<file path="config.mk">
export PLATFORM = sky130hd
export DESIGN_NAME = sdd_device_flat
export DESIGN_NICKNAME = d
export VERILOG_FILES = /design/src/sdd_pkg.sv /design/src/sdd_bus_if.sv /design/src/sdd_device.sv /design/src/flat_wrapper.sv
export SDC_FILE = /design/constraint.sdc
export NUM_CORES = 1
export LEC_CHECK = 0
export BUFFER_PORTS_ARGS = -buffer_cell sky130_fd_sc_hd__buf_4
export CELL_PAD_IN_SITES_DETAIL_PLACEMENT = 0
export CELL_PAD_IN_SITES_GLOBAL_PLACEMENT = 1
export CORE_ASPECT_RATIO = 1.25
export CORE_MARGIN = 3
export CORE_UTILIZATION = 24
export DETAILED_ROUTE_END_ITERATION = 12
export HOLD_SLACK_MARGIN = 0.05
export PLACE_DENSITY = 0.49
export SYNTH_ARGS = -nofsm -noshare
export SYNTH_HDL_FRONTEND = slang
export SYNTH_SLANG_ARGS = --single-unit
</file>
<file path="constraint.sdc">
create_clock -name mclk -period 3.2 [get_ports mclk]
set_input_delay 0.64 -clock mclk [delete_from_list [all_inputs] [get_ports mclk]]
set_output_delay 0.64 -clock mclk [all_outputs]
set_load 0.02 [all_outputs]
</file>
<file path="src/sdd_pkg.sv">
package sdd_pkg;
	// ****************************************
	// Clock and timing base
	// ****************************************
	localparam int unsigned CLK_PERIOD_NS  = 25;                            // Period of mclk
	localparam int unsigned TICK_US        = 1;                             // Sync integrator step
	localparam int unsigned TICK_CYC       = TICK_US * 1000 / CLK_PERIOD_NS;
	localparam int unsigned DELAY_BASE_US  = 205;                           // Delay for code zero
	localparam int unsigned DELAY_STEP_US  = 8;                             // Added per code step
	localparam int unsigned DELAY_MAX_US   = 261;                           // Delay for code seven
	localparam int unsigned DELAY_STEP_CYC = DELAY_STEP_US * 1000 / CLK_PERIOD_NS;
	localparam int unsigned SAMPLE_US      = 500;                           // Presence sample interval
	localparam int unsigned WINDOW_MS      = 6;                             // Presence detect window
	localparam int unsigned BIT_TIME_NS    = 8000;                          // One frame bit
	localparam int unsigned BIT_CYC        = BIT_TIME_NS / CLK_PERIOD_NS;
	localparam int unsigned DISCH_TIME_US  = 20;                            // Pull-down pulse length
	localparam int unsigned DISCH_CYC      = DISCH_TIME_US * 1000 / CLK_PERIOD_NS;
	localparam int unsigned SYNC_PULSE_US  = 10;                            // Host sync pulse width
	localparam int unsigned SYNC_PULSE_CYC = SYNC_PULSE_US * 1000 / CLK_PERIOD_NS;
	// ****************************************
	// Counts and frame shape
	// ****************************************
	localparam logic [2:0] SYNC_VALID_CNT = 3'h7;                          // Integrator level for valid
	localparam logic [2:0] AUTO_RUN_CNT   = 3'h4;                          // Consecutive presence samples
	localparam logic [4:0] FRAME_MIN_BITS = 5'h0B;
	localparam logic [4:0] FRAME_MAX_BITS = 5'h12;
	localparam logic [1:0] START_PATTERN  = 2'h1;                          // Start bits, polarity low
	// ****************************************
	// Host register map and fields
	// ****************************************
	localparam logic [3:0]  REG_CTRL     = 4'h0;
	localparam logic [3:0]  REG_STATUS   = 4'h4;
	localparam logic [3:0]  REG_CONFIG   = 4'h8;
	localparam logic [3:0]  REG_RXDATA   = 4'hC;
	localparam int unsigned CTRL_SYNC    = 0;
	localparam int unsigned ST_BUSY      = 0;
	localparam int unsigned ST_RXV       = 1;
	localparam int unsigned ST_CFGERR    = 2;
	localparam int unsigned ST_REFUSED   = 3;
	localparam int unsigned CFG_A_FIXB   = 0;
	localparam int unsigned CFG_A_DIS    = 1;
	localparam int unsigned CFG_B_FIXB   = 2;
	localparam int unsigned CFG_B_DIS    = 3;
	localparam int unsigned CFG_AUTO     = 4;
	localparam int unsigned CFG_PARALLEL = 5;
	localparam int unsigned CFG_CODE_LSB = 8;
	localparam int unsigned CFG_LEN_LSB  = 16;
	localparam int unsigned RX_CNT_LSB   = 24;
	localparam logic [31:0] CONFIG_RESET = 32'h0000_0000;
endpackage

</file>
<file path="src/sdd_bus_if.sv">
`timescale 1ns/1ps
interface sdd_bus_if;
	// Host to device: bus voltage comparator states
	logic sync_above;
	logic sync_below;
	// Device to host: frame line and bus currents
	logic tx_active;
	logic tx_bit;
	logic signal_pulldown_current;
	logic presence_detect_current;
	modport device (
		input  sync_above,
		input  sync_below,
		output tx_active,
		output tx_bit,
		output signal_pulldown_current,
		output presence_detect_current
	);
	modport host (
		output sync_above,
		output sync_below,
		input  tx_active,
		input  tx_bit,
		input  signal_pulldown_current,
		input  presence_detect_current
	);
endinterface

</file>
<file path="src/sdd_device.sv">
//
// Contract
// Delay 205us plus 8us per code
// Slot A frame fits code bit limit
// Prefer delay above minimum for frame
// Fixed bit set: delayed, slot B
// Exactly one device has fixed bit
// Pull-down only slot A with discharge
// Never discharge on slot B device
// Auto enable: detect current 6ms
// Downstream current seen: slot B delayed
// Sample 500us, four consecutive needed
// No downstream current: slot A, undelayed
// No sync during blanking interval
// Parallel wiring uses fixed mode only
// Series wiring: fixed or auto mode
// Two start bits, polarity dependent
// One idle bit after frame
// Up-down integrator, valid after seven
// Discharge only with sync enabled
// No frame without valid sync
// Frame length 11 to 18 bits
// Auto slot latched until reset
//
// Design decisions made here: the placing of the registers and the strobed register port.
`timescale 1ns/1ps
module sdd_device #(
	parameter int unsigned DELAY_BASE_CYC = sdd_pkg::DELAY_BASE_US * 1000 / sdd_pkg::CLK_PERIOD_NS,
	parameter int unsigned SAMPLE_CYC     = sdd_pkg::SAMPLE_US * 1000 / sdd_pkg::CLK_PERIOD_NS,
	parameter int unsigned WINDOW_CYC     = sdd_pkg::WINDOW_MS * 1000000 / sdd_pkg::CLK_PERIOD_NS
) (
	// Clock, reset, enable
	input  wire logic        mclk,
	input  wire logic        rst,
	input  wire logic        ce,
	// Bus side
	sdd_bus_if.device        bus,
	// Configuration bits
	input  wire logic        slot_delay_code_msb,
	input  wire logic        slot_delay_code_mid,
	input  wire logic        slot_delay_code_lsb,
	input  wire logic        fixed_slot_b_enable,
	input  wire logic        auto_slot_detect_enable,
	input  wire logic        bus_discharge_enable,
	input  wire logic        sync_pulse_enable,
	input  wire logic        manchester_polarity,
	// Downstream presence sense pin
	input  wire logic        chain_current_sense,
	// Frame content
	input  wire logic [15:0] frame_payload,
	input  wire logic [4:0]  frame_len,
	// Status
	output logic             slot_b,
	output logic             init_done,
	output logic             sync_valid
);
	// ****************************************
	// Types and helpers
	// ****************************************
	typedef enum logic [4:0] {
		ST_INIT  = 5'b00001,
		ST_IDLE  = 5'b00010,
		ST_DELAY = 5'b00100,
		ST_FRAME = 5'b01000,
		ST_STOP  = 5'b10000
	} sdd_dev_state_t;

	// Delay in cycles for a code
	function automatic logic [17:0] delay_cycles(input logic [2:0] code);
		delay_cycles = 18'(DELAY_BASE_CYC + code * sdd_pkg::DELAY_STEP_CYC - 1);
	endfunction

	// Length clamped to legal frame range
	function automatic logic [4:0] clamp_len(input logic [4:0] len);
		if (len < sdd_pkg::FRAME_MIN_BITS) begin
			clamp_len = sdd_pkg::FRAME_MIN_BITS;
		end else if (len > sdd_pkg::FRAME_MAX_BITS) begin
			clamp_len = sdd_pkg::FRAME_MAX_BITS;
		end else begin
			clamp_len = len;
		end
	endfunction

	// ****************************************
	// State
	// ****************************************
	sdd_dev_state_t state_q;       // Control state
	logic [1:0]     above_s_q;     // Upper comparator synchroniser
	logic [1:0]     below_s_q;     // Lower comparator synchroniser
	logic [1:0]     sense_s_q;     // Presence sense synchroniser
	logic [5:0]     tick_q;        // 1 us prescaler
	logic [2:0]     sync_cnt_q;    // Up-down integrator
	logic [17:0]    tmr_q;         // Window, delay and bit timer
	logic [17:0]    samp_q;        // Presence sample timer
	logic [2:0]     run_q;         // Consecutive presence samples
	logic           found_q;       // Presence seen in window
	logic           auto_b_q;      // Latched auto slot
	logic [4:0]     bit_idx_q;     // Bit being sent
	logic [4:0]     len_q;         // Length of this frame
	logic [17:0]    shift_q;       // Frame bits, MSB first
	logic           tx_active_q;   // Frame on line
	logic [9:0]     disch_q;       // Pull-down pulse timer
	logic           pd_sig_q;      // Pull-down current on
	logic           pd_det_q;      // Detect current on
	logic           valid_q;       // Sync accepted pulse

	// ****************************************
	// Decode
	// ****************************************
	wire [2:0]  code      = {slot_delay_code_msb, slot_delay_code_mid, slot_delay_code_lsb};
	wire        tick      = (tick_q == 6'(sdd_pkg::TICK_CYC - 1));
	wire        above     = above_s_q[1];
	wire        below     = below_s_q[1];
	wire        tmr_zero  = (tmr_q == 18'h0_0000);
	wire        samp_now  = (samp_q == 18'(SAMPLE_CYC - 1));
	wire        use_b     = fixed_slot_b_enable | auto_b_q;
	wire        accept    = (state_q == ST_IDLE) & sync_pulse_enable & tick
	                        & (sync_cnt_q == sdd_pkg::SYNC_VALID_CNT);
	wire        go_frame  = (accept & ~use_b) | ((state_q == ST_DELAY) & tmr_zero);
	wire        last_bit  = (bit_idx_q == len_q - 5'h01);
	wire [1:0]  start_pat = sdd_pkg::START_PATTERN ^ {2{manchester_polarity}};
	wire        disch_on  = accept & ~use_b & bus_discharge_enable;

	// ****************************************
	// Synchronisers for pins
	// ****************************************
	always_ff @(posedge mclk) begin
		if (rst) begin
			above_s_q <= 2'h0;
			below_s_q <= 2'h0;
			sense_s_q <= 2'h0;
		end else if (ce) begin
			above_s_q <= {above_s_q[0], bus.sync_above};
			below_s_q <= {below_s_q[0], bus.sync_below};
			sense_s_q <= {sense_s_q[0], chain_current_sense};
		end
	end

	// ****************************************
	// Microsecond prescaler
	// ****************************************
	always_ff @(posedge mclk) begin
		if (rst) begin
			tick_q <= 6'h00;
		end else if (ce) begin
			tick_q <= tick ? 6'h00 : tick_q + 6'h01;
		end
	end

	// ****************************************
	// Sync integrator, blanked outside idle
	// ****************************************
	always_ff @(posedge mclk) begin
		if (rst) begin
			sync_cnt_q <= 3'h0;
		end else if (ce) begin
			if (state_q != ST_IDLE || accept) begin
				sync_cnt_q <= 3'h0;
			end else if (tick && above && sync_cnt_q != sdd_pkg::SYNC_VALID_CNT) begin
				sync_cnt_q <= sync_cnt_q + 3'h1;
			end else if (tick && below && !above && sync_cnt_q != 3'h0) begin
				sync_cnt_q <= sync_cnt_q - 3'h1;
			end
		end
	end

	// ****************************************
	// Presence detection window
	// ****************************************
	always_ff @(posedge mclk) begin
		if (rst) begin
			samp_q   <= 18'h0_0000;
			run_q    <= 3'h0;
			found_q  <= 1'b0;
			auto_b_q <= 1'b0;
			pd_det_q <= 1'b0;
		end else if (ce) begin
			if (state_q == ST_INIT) begin
				pd_det_q <= auto_slot_detect_enable & ~tmr_zero;
				samp_q   <= samp_now ? 18'h0_0000 : samp_q + 18'h0_0001;
				if (samp_now) begin
					// Count consecutive samples with current flowing
					if (sense_s_q[1]) begin
						run_q <= (run_q == sdd_pkg::AUTO_RUN_CNT) ? run_q : run_q + 3'h1;
						if (run_q == sdd_pkg::AUTO_RUN_CNT - 3'h1) begin
							found_q <= 1'b1;
						end
					end else begin
						run_q <= 3'h0;
					end
				end
				if (tmr_zero) begin
					auto_b_q <= auto_slot_detect_enable & found_q;
				end
			end else begin
				pd_det_q <= 1'b0;
			end
		end
	end

	// ****************************************
	// Main sequence: wait, delay, frame, stop
	// ****************************************
	always_ff @(posedge mclk) begin
		if (rst) begin
			state_q     <= ST_INIT;
			tmr_q       <= 18'(WINDOW_CYC - 1);
			bit_idx_q   <= 5'h00;
			len_q       <= sdd_pkg::FRAME_MIN_BITS;
			shift_q     <= 18'h0_0000;
			tx_active_q <= 1'b0;
			valid_q     <= 1'b0;
		end else if (ce) begin
			valid_q <= accept;
			case (state_q)
				ST_INIT: begin
					// Window skipped when auto detection is off
					if (tmr_zero || !auto_slot_detect_enable) begin
						state_q <= ST_IDLE;
					end else begin
						tmr_q <= tmr_q - 18'h0_0001;
					end
				end
				ST_IDLE: begin
					if (accept) begin
						len_q   <= clamp_len(frame_len);
						shift_q <= {start_pat, frame_payload};
						if (use_b) begin
							state_q <= ST_DELAY;
							tmr_q   <= delay_cycles(code);
						end
					end
				end
				ST_DELAY: begin
					if (!tmr_zero) begin
						tmr_q <= tmr_q - 18'h0_0001;
					end
				end
				ST_FRAME: begin
					if (!tmr_zero) begin
						tmr_q <= tmr_q - 18'h0_0001;
					end else if (last_bit) begin
						state_q     <= ST_STOP;
						tx_active_q <= 1'b0;
						tmr_q       <= 18'(sdd_pkg::BIT_CYC - 1);
					end else begin
						shift_q   <= {shift_q[16:0], 1'b0};
						bit_idx_q <= bit_idx_q + 5'h01;
						tmr_q     <= 18'(sdd_pkg::BIT_CYC - 1);
					end
				end
				ST_STOP: begin
					// Idle bit, then the detector is re-armed
					if (tmr_zero) begin
						state_q <= ST_IDLE;
					end else begin
						tmr_q <= tmr_q - 18'h0_0001;
					end
				end
				default: begin
					state_q <= ST_IDLE;
				end
			endcase
			// Frame start overrides the branch above
			if (go_frame) begin
				state_q     <= ST_FRAME;
				tx_active_q <= 1'b1;
				bit_idx_q   <= 5'h00;
				tmr_q       <= 18'(sdd_pkg::BIT_CYC - 1);
			end
		end
	end

	// ****************************************
	// Discharge pull-down pulse, slot A only
	// ****************************************
	always_ff @(posedge mclk) begin
		if (rst) begin
			pd_sig_q <= 1'b0;
			disch_q  <= 10'h000;
		end else if (ce) begin
			if (disch_on) begin
				pd_sig_q <= 1'b1;
				disch_q  <= 10'(sdd_pkg::DISCH_CYC - 1);
			end else if (disch_q != 10'h000) begin
				disch_q <= disch_q - 10'h001;
			end else begin
				pd_sig_q <= 1'b0;
			end
		end
	end

	// ****************************************
	// Outputs
	// ****************************************
	assign bus.tx_active               = tx_active_q;
	assign bus.tx_bit                  = shift_q[17] & tx_active_q;
	assign bus.signal_pulldown_current = pd_sig_q;
	assign bus.presence_detect_current = pd_det_q;
	assign slot_b                      = use_b;
	assign init_done                   = (state_q != ST_INIT);
	assign sync_valid                  = valid_q;
endmodule

</file>
<file path="src/flat_wrapper.sv">
// flat-port wrapper written by rule: the top's interface ports become plain ports
module sdd_device_flat 
#(
	parameter int unsigned DELAY_BASE_CYC = sdd_pkg::DELAY_BASE_US * 1000 / sdd_pkg::CLK_PERIOD_NS,
	parameter int unsigned SAMPLE_CYC     = sdd_pkg::SAMPLE_US * 1000 / sdd_pkg::CLK_PERIOD_NS,
	parameter int unsigned WINDOW_CYC     = sdd_pkg::WINDOW_MS * 1000000 / sdd_pkg::CLK_PERIOD_NS
)
  (mclk, rst, ce, slot_delay_code_msb, slot_delay_code_mid, slot_delay_code_lsb, fixed_slot_b_enable, auto_slot_detect_enable, bus_discharge_enable, sync_pulse_enable, manchester_polarity, chain_current_sense, frame_payload, frame_len, slot_b, init_done, sync_valid, bus_sync_above, bus_sync_below, bus_tx_active, bus_tx_bit, bus_signal_pulldown_current, bus_presence_detect_current);
  sdd_bus_if bus_i ();
  input  wire logic mclk;
  input  wire logic rst;
  input  wire logic ce;
  input  wire logic slot_delay_code_msb;
  input  wire logic slot_delay_code_mid;
  input  wire logic slot_delay_code_lsb;
  input  wire logic fixed_slot_b_enable;
  input  wire logic auto_slot_detect_enable;
  input  wire logic bus_discharge_enable;
  input  wire logic sync_pulse_enable;
  input  wire logic manchester_polarity;
  input  wire logic chain_current_sense;
  input  wire logic [15:0] frame_payload;
  input  wire logic [4:0] frame_len;
  output logic slot_b;
  output logic init_done;
  output logic sync_valid;
  input wire logic [$bits(bus_i.sync_above)-1:0] bus_sync_above;
  input wire logic [$bits(bus_i.sync_below)-1:0] bus_sync_below;
  output wire logic [$bits(bus_i.tx_active)-1:0] bus_tx_active;
  output wire logic [$bits(bus_i.tx_bit)-1:0] bus_tx_bit;
  output wire logic [$bits(bus_i.signal_pulldown_current)-1:0] bus_signal_pulldown_current;
  output wire logic [$bits(bus_i.presence_detect_current)-1:0] bus_presence_detect_current;
  assign bus_i.sync_above = bus_sync_above;
  assign bus_i.sync_below = bus_sync_below;
  assign bus_tx_active = bus_i.tx_active;
  assign bus_tx_bit = bus_i.tx_bit;
  assign bus_signal_pulldown_current = bus_i.signal_pulldown_current;
  assign bus_presence_detect_current = bus_i.presence_detect_current;
  sdd_device #(.DELAY_BASE_CYC(DELAY_BASE_CYC), .SAMPLE_CYC(SAMPLE_CYC), .WINDOW_CYC(WINDOW_CYC)) u_core (.mclk(mclk), .rst(rst), .ce(ce), .bus(bus_i), .slot_delay_code_msb(slot_delay_code_msb), .slot_delay_code_mid(slot_delay_code_mid), .slot_delay_code_lsb(slot_delay_code_lsb), .fixed_slot_b_enable(fixed_slot_b_enable), .auto_slot_detect_enable(auto_slot_detect_enable), .bus_discharge_enable(bus_discharge_enable), .sync_pulse_enable(sync_pulse_enable), .manchester_polarity(manchester_polarity), .chain_current_sense(chain_current_sense), .frame_payload(frame_payload), .frame_len(frame_len), .slot_b(slot_b), .init_done(init_done), .sync_valid(sync_valid));
endmodule
</file>
* Yosys cells after proc, flatten, opt, wreduce, memory -nomap -nowiden
Cells that the tools add are included.
** Cells by class
- $add $sub $neg :: 11
- Multiply operators :: 1
- Div/mod/pow operators :: 0
- Order comparisons :: 2
- Eq/ne operators :: 29
- Shift operators :: 0
- Mux-type cells :: 41
- Bitwise gates (word level) :: 14
- Reduce and logical (&&, ||, !) cells :: 33
** Operators by type and width (count)
- $mux W18 :: 10
- $pmux W18 S4 :: 1
- $mux W5 :: 13
- $pmux W18 S2 :: 1
- $sub A18 B1 Y18 const B :: 2
- $pmux W5 S5 :: 1
- $mux W10 :: 2
- $add A18 B1 Y18 const B :: 1
- $eq A18 B15 Y1 const B :: 1
- $logic_not A18 Y1 :: 1
- $add A14 B12 Y15 const A :: 1
- $mux W3 :: 5
- $ne A3 B1 Y1 const B :: 5
- $reduce_and A4 Y1 :: 3
- $ne A2 B1 Y1 const B :: 5
- $reduce_and A5 Y1 :: 2
- $reduce_bool A10 Y1 :: 1
- $reduce_bool A2 Y1 :: 5
- $sub A10 B1 Y10 const B :: 1
- $and A1 B1 Y1 :: 9
- $reduce_and A2 Y1 :: 4
- $reduce_and A8 Y1 :: 1
- $mux W1 :: 7
- $add A3 B1 Y3 const B :: 2
- 32 further kinds :: 47
** Word-level totals
- Register bits after elaboration :: 103
- Latch bits :: 0
- Memory bits (writable) :: 0
- Bits in read-only memories :: 0
- Bits of input ports :: 35
- Output and inout bits :: 7
- Memories kept :: 0

* Longest topological paths before layout
- Depth after elaboration :: 8
- Gate-level depth with buffers :: 10
- Gate-level depth less buffers :: 9

* Worst setup path before layout
No wires, ideal clock.
- Path kind :: register to register
- Start :: reg u_core.tick_q[0]
- End :: reg u_core.sync_cnt_q[1]
- Arrival time :: 2390 ps
- Slack :: 740 ps
- Cell stages (with the launch flop) :: 8
- Cell sequence :: dfxtp_1 -> ha_1 -> nor4bb_1 -> nand4_1 -> inv_1 -> fa_1 -> or4b_2 -> a21oi_1
** On the way
- Word-level cells in the longest chain between the ends :: 6
- Elaborated cells between the ends (all ways) :: 13
- Classes of those cells :: 1 x eq/ne; 2 x mux; 2 x bitwise; 8 x reduce/logical
** RTL lines
- start: declaration :: RTL line sdd_device.sv:91 : logic [5:0] tick_q;
- start signal: assignment :: RTL line sdd_device.sv:146 : tick_q <= tick ? 6'h00 : tick_q + 6'h01;
- $eq A6 B6 Y1 (*) :: RTL line sdd_device.sv:111 : wire tick = (tick_q == 6'(sdd_pkg::TICK_CYC - 1));
- $and A1 B1 Y1 or $logic_and A1 B1 Y1 (tied branches) :: RTL line sdd_device.sv:117, sdd_device.sv:161
- $and A1 B1 Y1 or $logic_and A1 B1 Y1 (tied branches) :: RTL line sdd_device.sv:118, sdd_device.sv:161
- $logic_or A1 B1 Y1 or $logic_and A1 B1 Y1 (tied branches) :: RTL line sdd_device.sv:157, sdd_device.sv:161
- $reduce_bool A3 Y1 (no line)
- $reduce_and A2 Y1 (no line)
- end signal: assignment :: RTL line sdd_device.sv:160 : sync_cnt_q <= sync_cnt_q + 3'h1;
- end signal: assignment :: RTL line sdd_device.sv:162 : sync_cnt_q <= sync_cnt_q - 3'h1;
- end: declaration :: RTL line sdd_device.sv:92 : logic [2:0] sync_cnt_q;
Every way passes the cells marked *; elsewhere a longest branch is shown, timed or not.
A chain may end at the register's enable or synchronous reset.

* Worst setup path after layout
- Start :: reg u_core.tick_q[0]
- End :: reg u_core.tmr_q[4]
** On the way
- Word-level cells in the longest chain between the ends :: 7
- Elaborated cells between the ends (all ways) :: 12
- Classes of those cells :: 5 x eq/ne; 1 x mux; 4 x bitwise; 2 x reduce/logical
** RTL lines
- $eq A6 B6 Y1 (*) :: RTL line sdd_device.sv:111
- $and A1 B1 Y1 (*) :: RTL line sdd_device.sv:117 : wire accept = (state_q == ST_IDLE) & sync_pulse_enable & tick
- $and A1 B1 Y1 (*) :: RTL line sdd_device.sv:118 : & (sync_cnt_q == sdd_pkg::SYNC_VALID_CNT);
- $and A1 B1 Y1 :: RTL line sdd_device.sv:119 : wire go_frame = (accept & ~use_b) | ((state_q == ST_DELAY) & tmr_zero);
- $or A1 B1 Y1 :: RTL line sdd_device.sv:119
- $ne A3 B2 Y1 (no line) (tied with other cells)
- $reduce_and A6 Y1 (no line)
- end signal: assignment :: RTL line sdd_device.sv:207 : tmr_q <= 18'(WINDOW_CYC - 1);
- end signal: assignment :: RTL line sdd_device.sv:221 : tmr_q <= tmr_q - 18'h0_0001;
- end signal: assignment :: RTL line sdd_device.sv:230 : tmr_q <= delay_cycles(code);
- end: declaration :: RTL line sdd_device.sv:93 : logic [17:0] tmr_q;
Marks and branches as above.

==> results_dict.tcl <==
set metrics [dict create \
    status "completed" \
    ys_ff_latch 103 \
    min_period_ps 2840 \
    synthesis.nets 697 \
    routed_wirelength_um 14700 \
    drt-initial-drc-count 290 \
    critPathMaxFanout 11 \
    switching_share_pct 29.4 \
    place_inst 955 \
    area_delta_synth_final_pct 17.9 \
    path_clk_slew_ps 80 \
    synth_simple_gate_area_share_pct 23.1 \
    hold_end "u_core.shift_q[16]" \
    cts_resized 0 \
    post-route-util_pct 28.8 \
    r2r-start "u_core.tick_q[0]" \
    clk_latency_ps 360 \
    powerDensity_nw_per_um2 475 \
    num_vias 4859 \
    grt_use_total_pct 11.9 \
    ant_nets 0 \
    fin_skew_ps 12.4 \
    grt_pass1_vias 4691 \
    clock_sinks 103 \
    maxCapViolCount 0 \
    post-route-drc-count 0 \
    power_frac_comb_pct 17.1 \
    leakage_nw 2.45 \
    die_x_um 141 \
    stdcell_count 971 \
    synth_cells 648 \
    cts-root-buf "clkbuf_16" \
    yosysWarnings 0 \
    placed_cell_area_um2 6130 \
    synth_top_family_by_area "simple AND/OR/NAND/NOR gates" \
    grt_pass1_wl_um 23900 \
    synth_mux_area_share_pct 5.15 \
    cp.arrival_ps 3080 \
    max-clock-path-buffers 2 \
    fmax_mhz 352 \
    cts_max_level 3 \
    drt-vias-per-instance 5.00 \
    synth.cell_area_um2 5450 \
    cts_tree "yes" \
    final_cell_area_um2 6420 \
    slew_headroom_pct 47.2 \
    cp_data_required_time_ps 3440 \
    grt_max_degree 46 \
    r2r-end "u_core.tmr_q[4]" \
    regToRegSetupSlack_ps 360 \
    dp_hpwl_um 10300 \
    worstHoldStart "u_core.shift_q[16]" \
    tns_ps 0 \
    setup_violations 0 \
    post-route-period-util_pct 88.7 \
    synth_adder_area_share_pct 3.35 \
    initial_core_util_pct 24.4 \
    slowest_delay_ps 530 \
    place_congestion 0.748 \
    path_class "reg -> reg" \
    drtPass1Iterations 6 \
    tightest_slew_ps 789 \
    antenna_found_initial 0 \
    synth_xor_area_share_pct 5.95 \
    ir_drop_mv 0.224 \
    antenna_cells 0 \
    crit_family "simple AND/OR/NAND/NOR gates" \
    crit_chain "ha_1, nor4bb_1, nand4_1, nor3_1, buf_4, a211o_1, nand2_1, o31a_1" \
    start_kind "flop" \
    hold_ws_ps 479 \
    coreArea_um2 22300 \
    ys_types 66 \
    cts_made_buffers 9 \
    worst_path_max_delay_cell "nor4bb_1" \
    switchingPower_uw 897 \
    row_count 61 \
    final_nets 732 \
    die_h_um 174 \
    r2r_cells 8 \
    hold_viol 0 \
    drive_gt1_share_pct 13.4 \
    intPower_mw 2.15 \
    ys.flop_type "dfxtp_1" \
    yosysSeqAreaShare_pct 37.9 \
    hold_depth 2 \
    detail_route.wl_per_cell_um 15.1 \
    die_area_um2 24500 \
    slew_viol_final 0 \
    rsz0062_at_grt "false" \
    synth_compound_area_share_pct 19.8 \
    hold_class "reg -> reg" \
    io_buffers 41 \
    worst-path-buf-inv 1 \
    endpoint_kind "flop" \
    seq_power_share_pct 46.6 \
    postCtsSetupBuffers 0 \
    overflow 0 \
    ios 42 \
    pwr-share-clk_pct 36.3 \
    hold_buffers 0 \
    synth-edff-count 0 \
    syn_avg_cell_area_um2 8.40 \
    async_flop_share_pct 0 \
]
[sequential cells by signal, summed over array words and instances (netlist names), 5 cells and up]
signal,flops
u_core.tick_q,6
u_core.bit_idx_q,5
u_core.samp_q,18
u_core.disch_q,10
u_core.shift_q,18
u_core.len_q,5
u_core.tmr_q,18
u_core.state_q,5
[metal layers]
metal	vias up	share of wire [%]	global-route usage, %	wire length, um
li1	2440	-	-	-
met1	2337	47	15.1	6970
met2	68	48	20.5	7080
met3	14	3.1	2.34	453
met4	0	1.3	3.11	190
met5	-	0	0	0
[cell usage after synthesis (3+ instances only)]
cell | number | area share, %
or4_1 | 3 | 0.41
nor3b_1 | 7 | 0.97
nand3_1 | 27 | 2.5
nand4_1 | 9 | 1.0
o21ai_0 | 26 | 2.4
a22oi_1 | 4 | 0.55
o31ai_1 | 9 | 1.2
clkbuf_1 | 30 | 2.1
xor2_1 | 21 | 3.4
o211ai_1 | 7 | 0.97
nor2_1 | 71 | 4.9
or3_1 | 7 | 0.80
nor3_1 | 27 | 2.5
nand4b_1 | 3 | 0.48
buf_2 | 6 | 0.55
nor4_1 | 10 | 1.1
ha_1 | 13 | 3.0
dfxtp_1 | 103 | 38
buf_1 | 3 | 0.21
mux2i_1 | 28 | 5.1
xnor2_1 | 16 | 2.6
inv_1 | 25 | 1.7
a21oi_1 | 52 | 4.8
nor2b_1 | 3 | 0.34
o311ai_0 | 4 | 0.64
nand2_1 | 43 | 3.0
a211o_1 | 4 | 0.64
a211oi_1 | 4 | 0.55
and2_1 | 5 | 0.57
a311oi_1 | 17 | 2.7
nand3b_1 | 3 | 0.41
a31oi_1 | 8 | 0.92
o31a_1 | 3 | 0.48
and3_1 | 8 | 0.92
[worst reg2reg max path, stage by stage (launching register included)]
cell and delay, ps:
dfxtp_1 370, ha_1 200, nor4bb_1 530, nand4_1 380
nor3_1 240, buf_4 230, a211o_1 150, nand2_1 260
o31a_1 370
[how the worst max path moves through the flow]
stage	startpoint	to	slack, ps	depth (start not counted)
3_3_place_gp	u_core.tick_q[0]	u_core.tmr_q[3]	490	8
3_5_place_dp	u_core.tick_q[0]	u_core.tmr_q[4]	400	8
2_1_floorplan	u_core.tick_q[0]	u_core.sync_cnt_q[1]	740	7
5_1_grt	u_core.tick_q[0]	u_core.tmr_q[14]	80	8
6_report	u_core.tick_q[0]	u_core.tmr_q[4]	360	8
4_1_cts	u_core.tick_q[0]	u_core.tmr_q[4]	390	8
[per-stage QoR]
| step | setup slack, ps | power (mW) |
|---|---|---|
| 3_5_place_dp | 401 | 1.97 |
| 6_report | 362 | 3.05 |
| 4_1_cts | 394 | 3.10 |
| 2_1_floorplan | 740 | 1.82 |
| 5_1_grt | 80.6 | 3.22 |
| 3_3_place_gp | 495 | 1.97 |
[placed cells by master (no fill, tap or decap), types with 7 or more instances in the layout]
cell type and instances:
a21oi_1 51, a311oi_1 17, a31oi_1 8, and3_1 8, buf_4 64, clkbuf_16 9
dfxtp_1 103, ha_1 13, inv_1 25, mux2i_1 28, nand2_1 43, nand3_1 27
nand4_1 9, nor2_1 71, nor3_1 27, nor3b_1 7, nor4_1 10, o211ai_1 7
o21ai_0 26, o31ai_1 9, or3_1 7, xnor2_1 16, xor2_1 21
[cell type report]
cell class	instances	area (um2)
Inverter	25	93.8
Clock inverter	5	40.0
Clock buffer	11	253
Tap cell	283	354
Sequential cell	103	2060
Fill cell	2414	15900
Timing Repair Buffer	64	480
Multi-Input combinational cell	480	3140
[cells by family after synthesis]
kind of cell               after synthesis
AOI/OAI and AO/OA                      160
xor gates and xnor gates                37
adders and majority gates               14
buffers and inverters                   65
DFF                                    103
muxes                                   28
and+or+nand+nor                        241
[power groups by stage]
stage / sequential [mW] / combinational (mW) / clock (mW)
floorplan: 1.43 / 0.383 / 0
global placement: 1.45 / 0.518 / 0
detailed placement: 1.45 / 0.520 / 0
CTS: 1.42 / 0.525 / 1.15
global route: 1.43 / 0.585 / 1.20
finish: 1.42 / 0.522 / 1.11
Power figures use the tool's default switching activity.
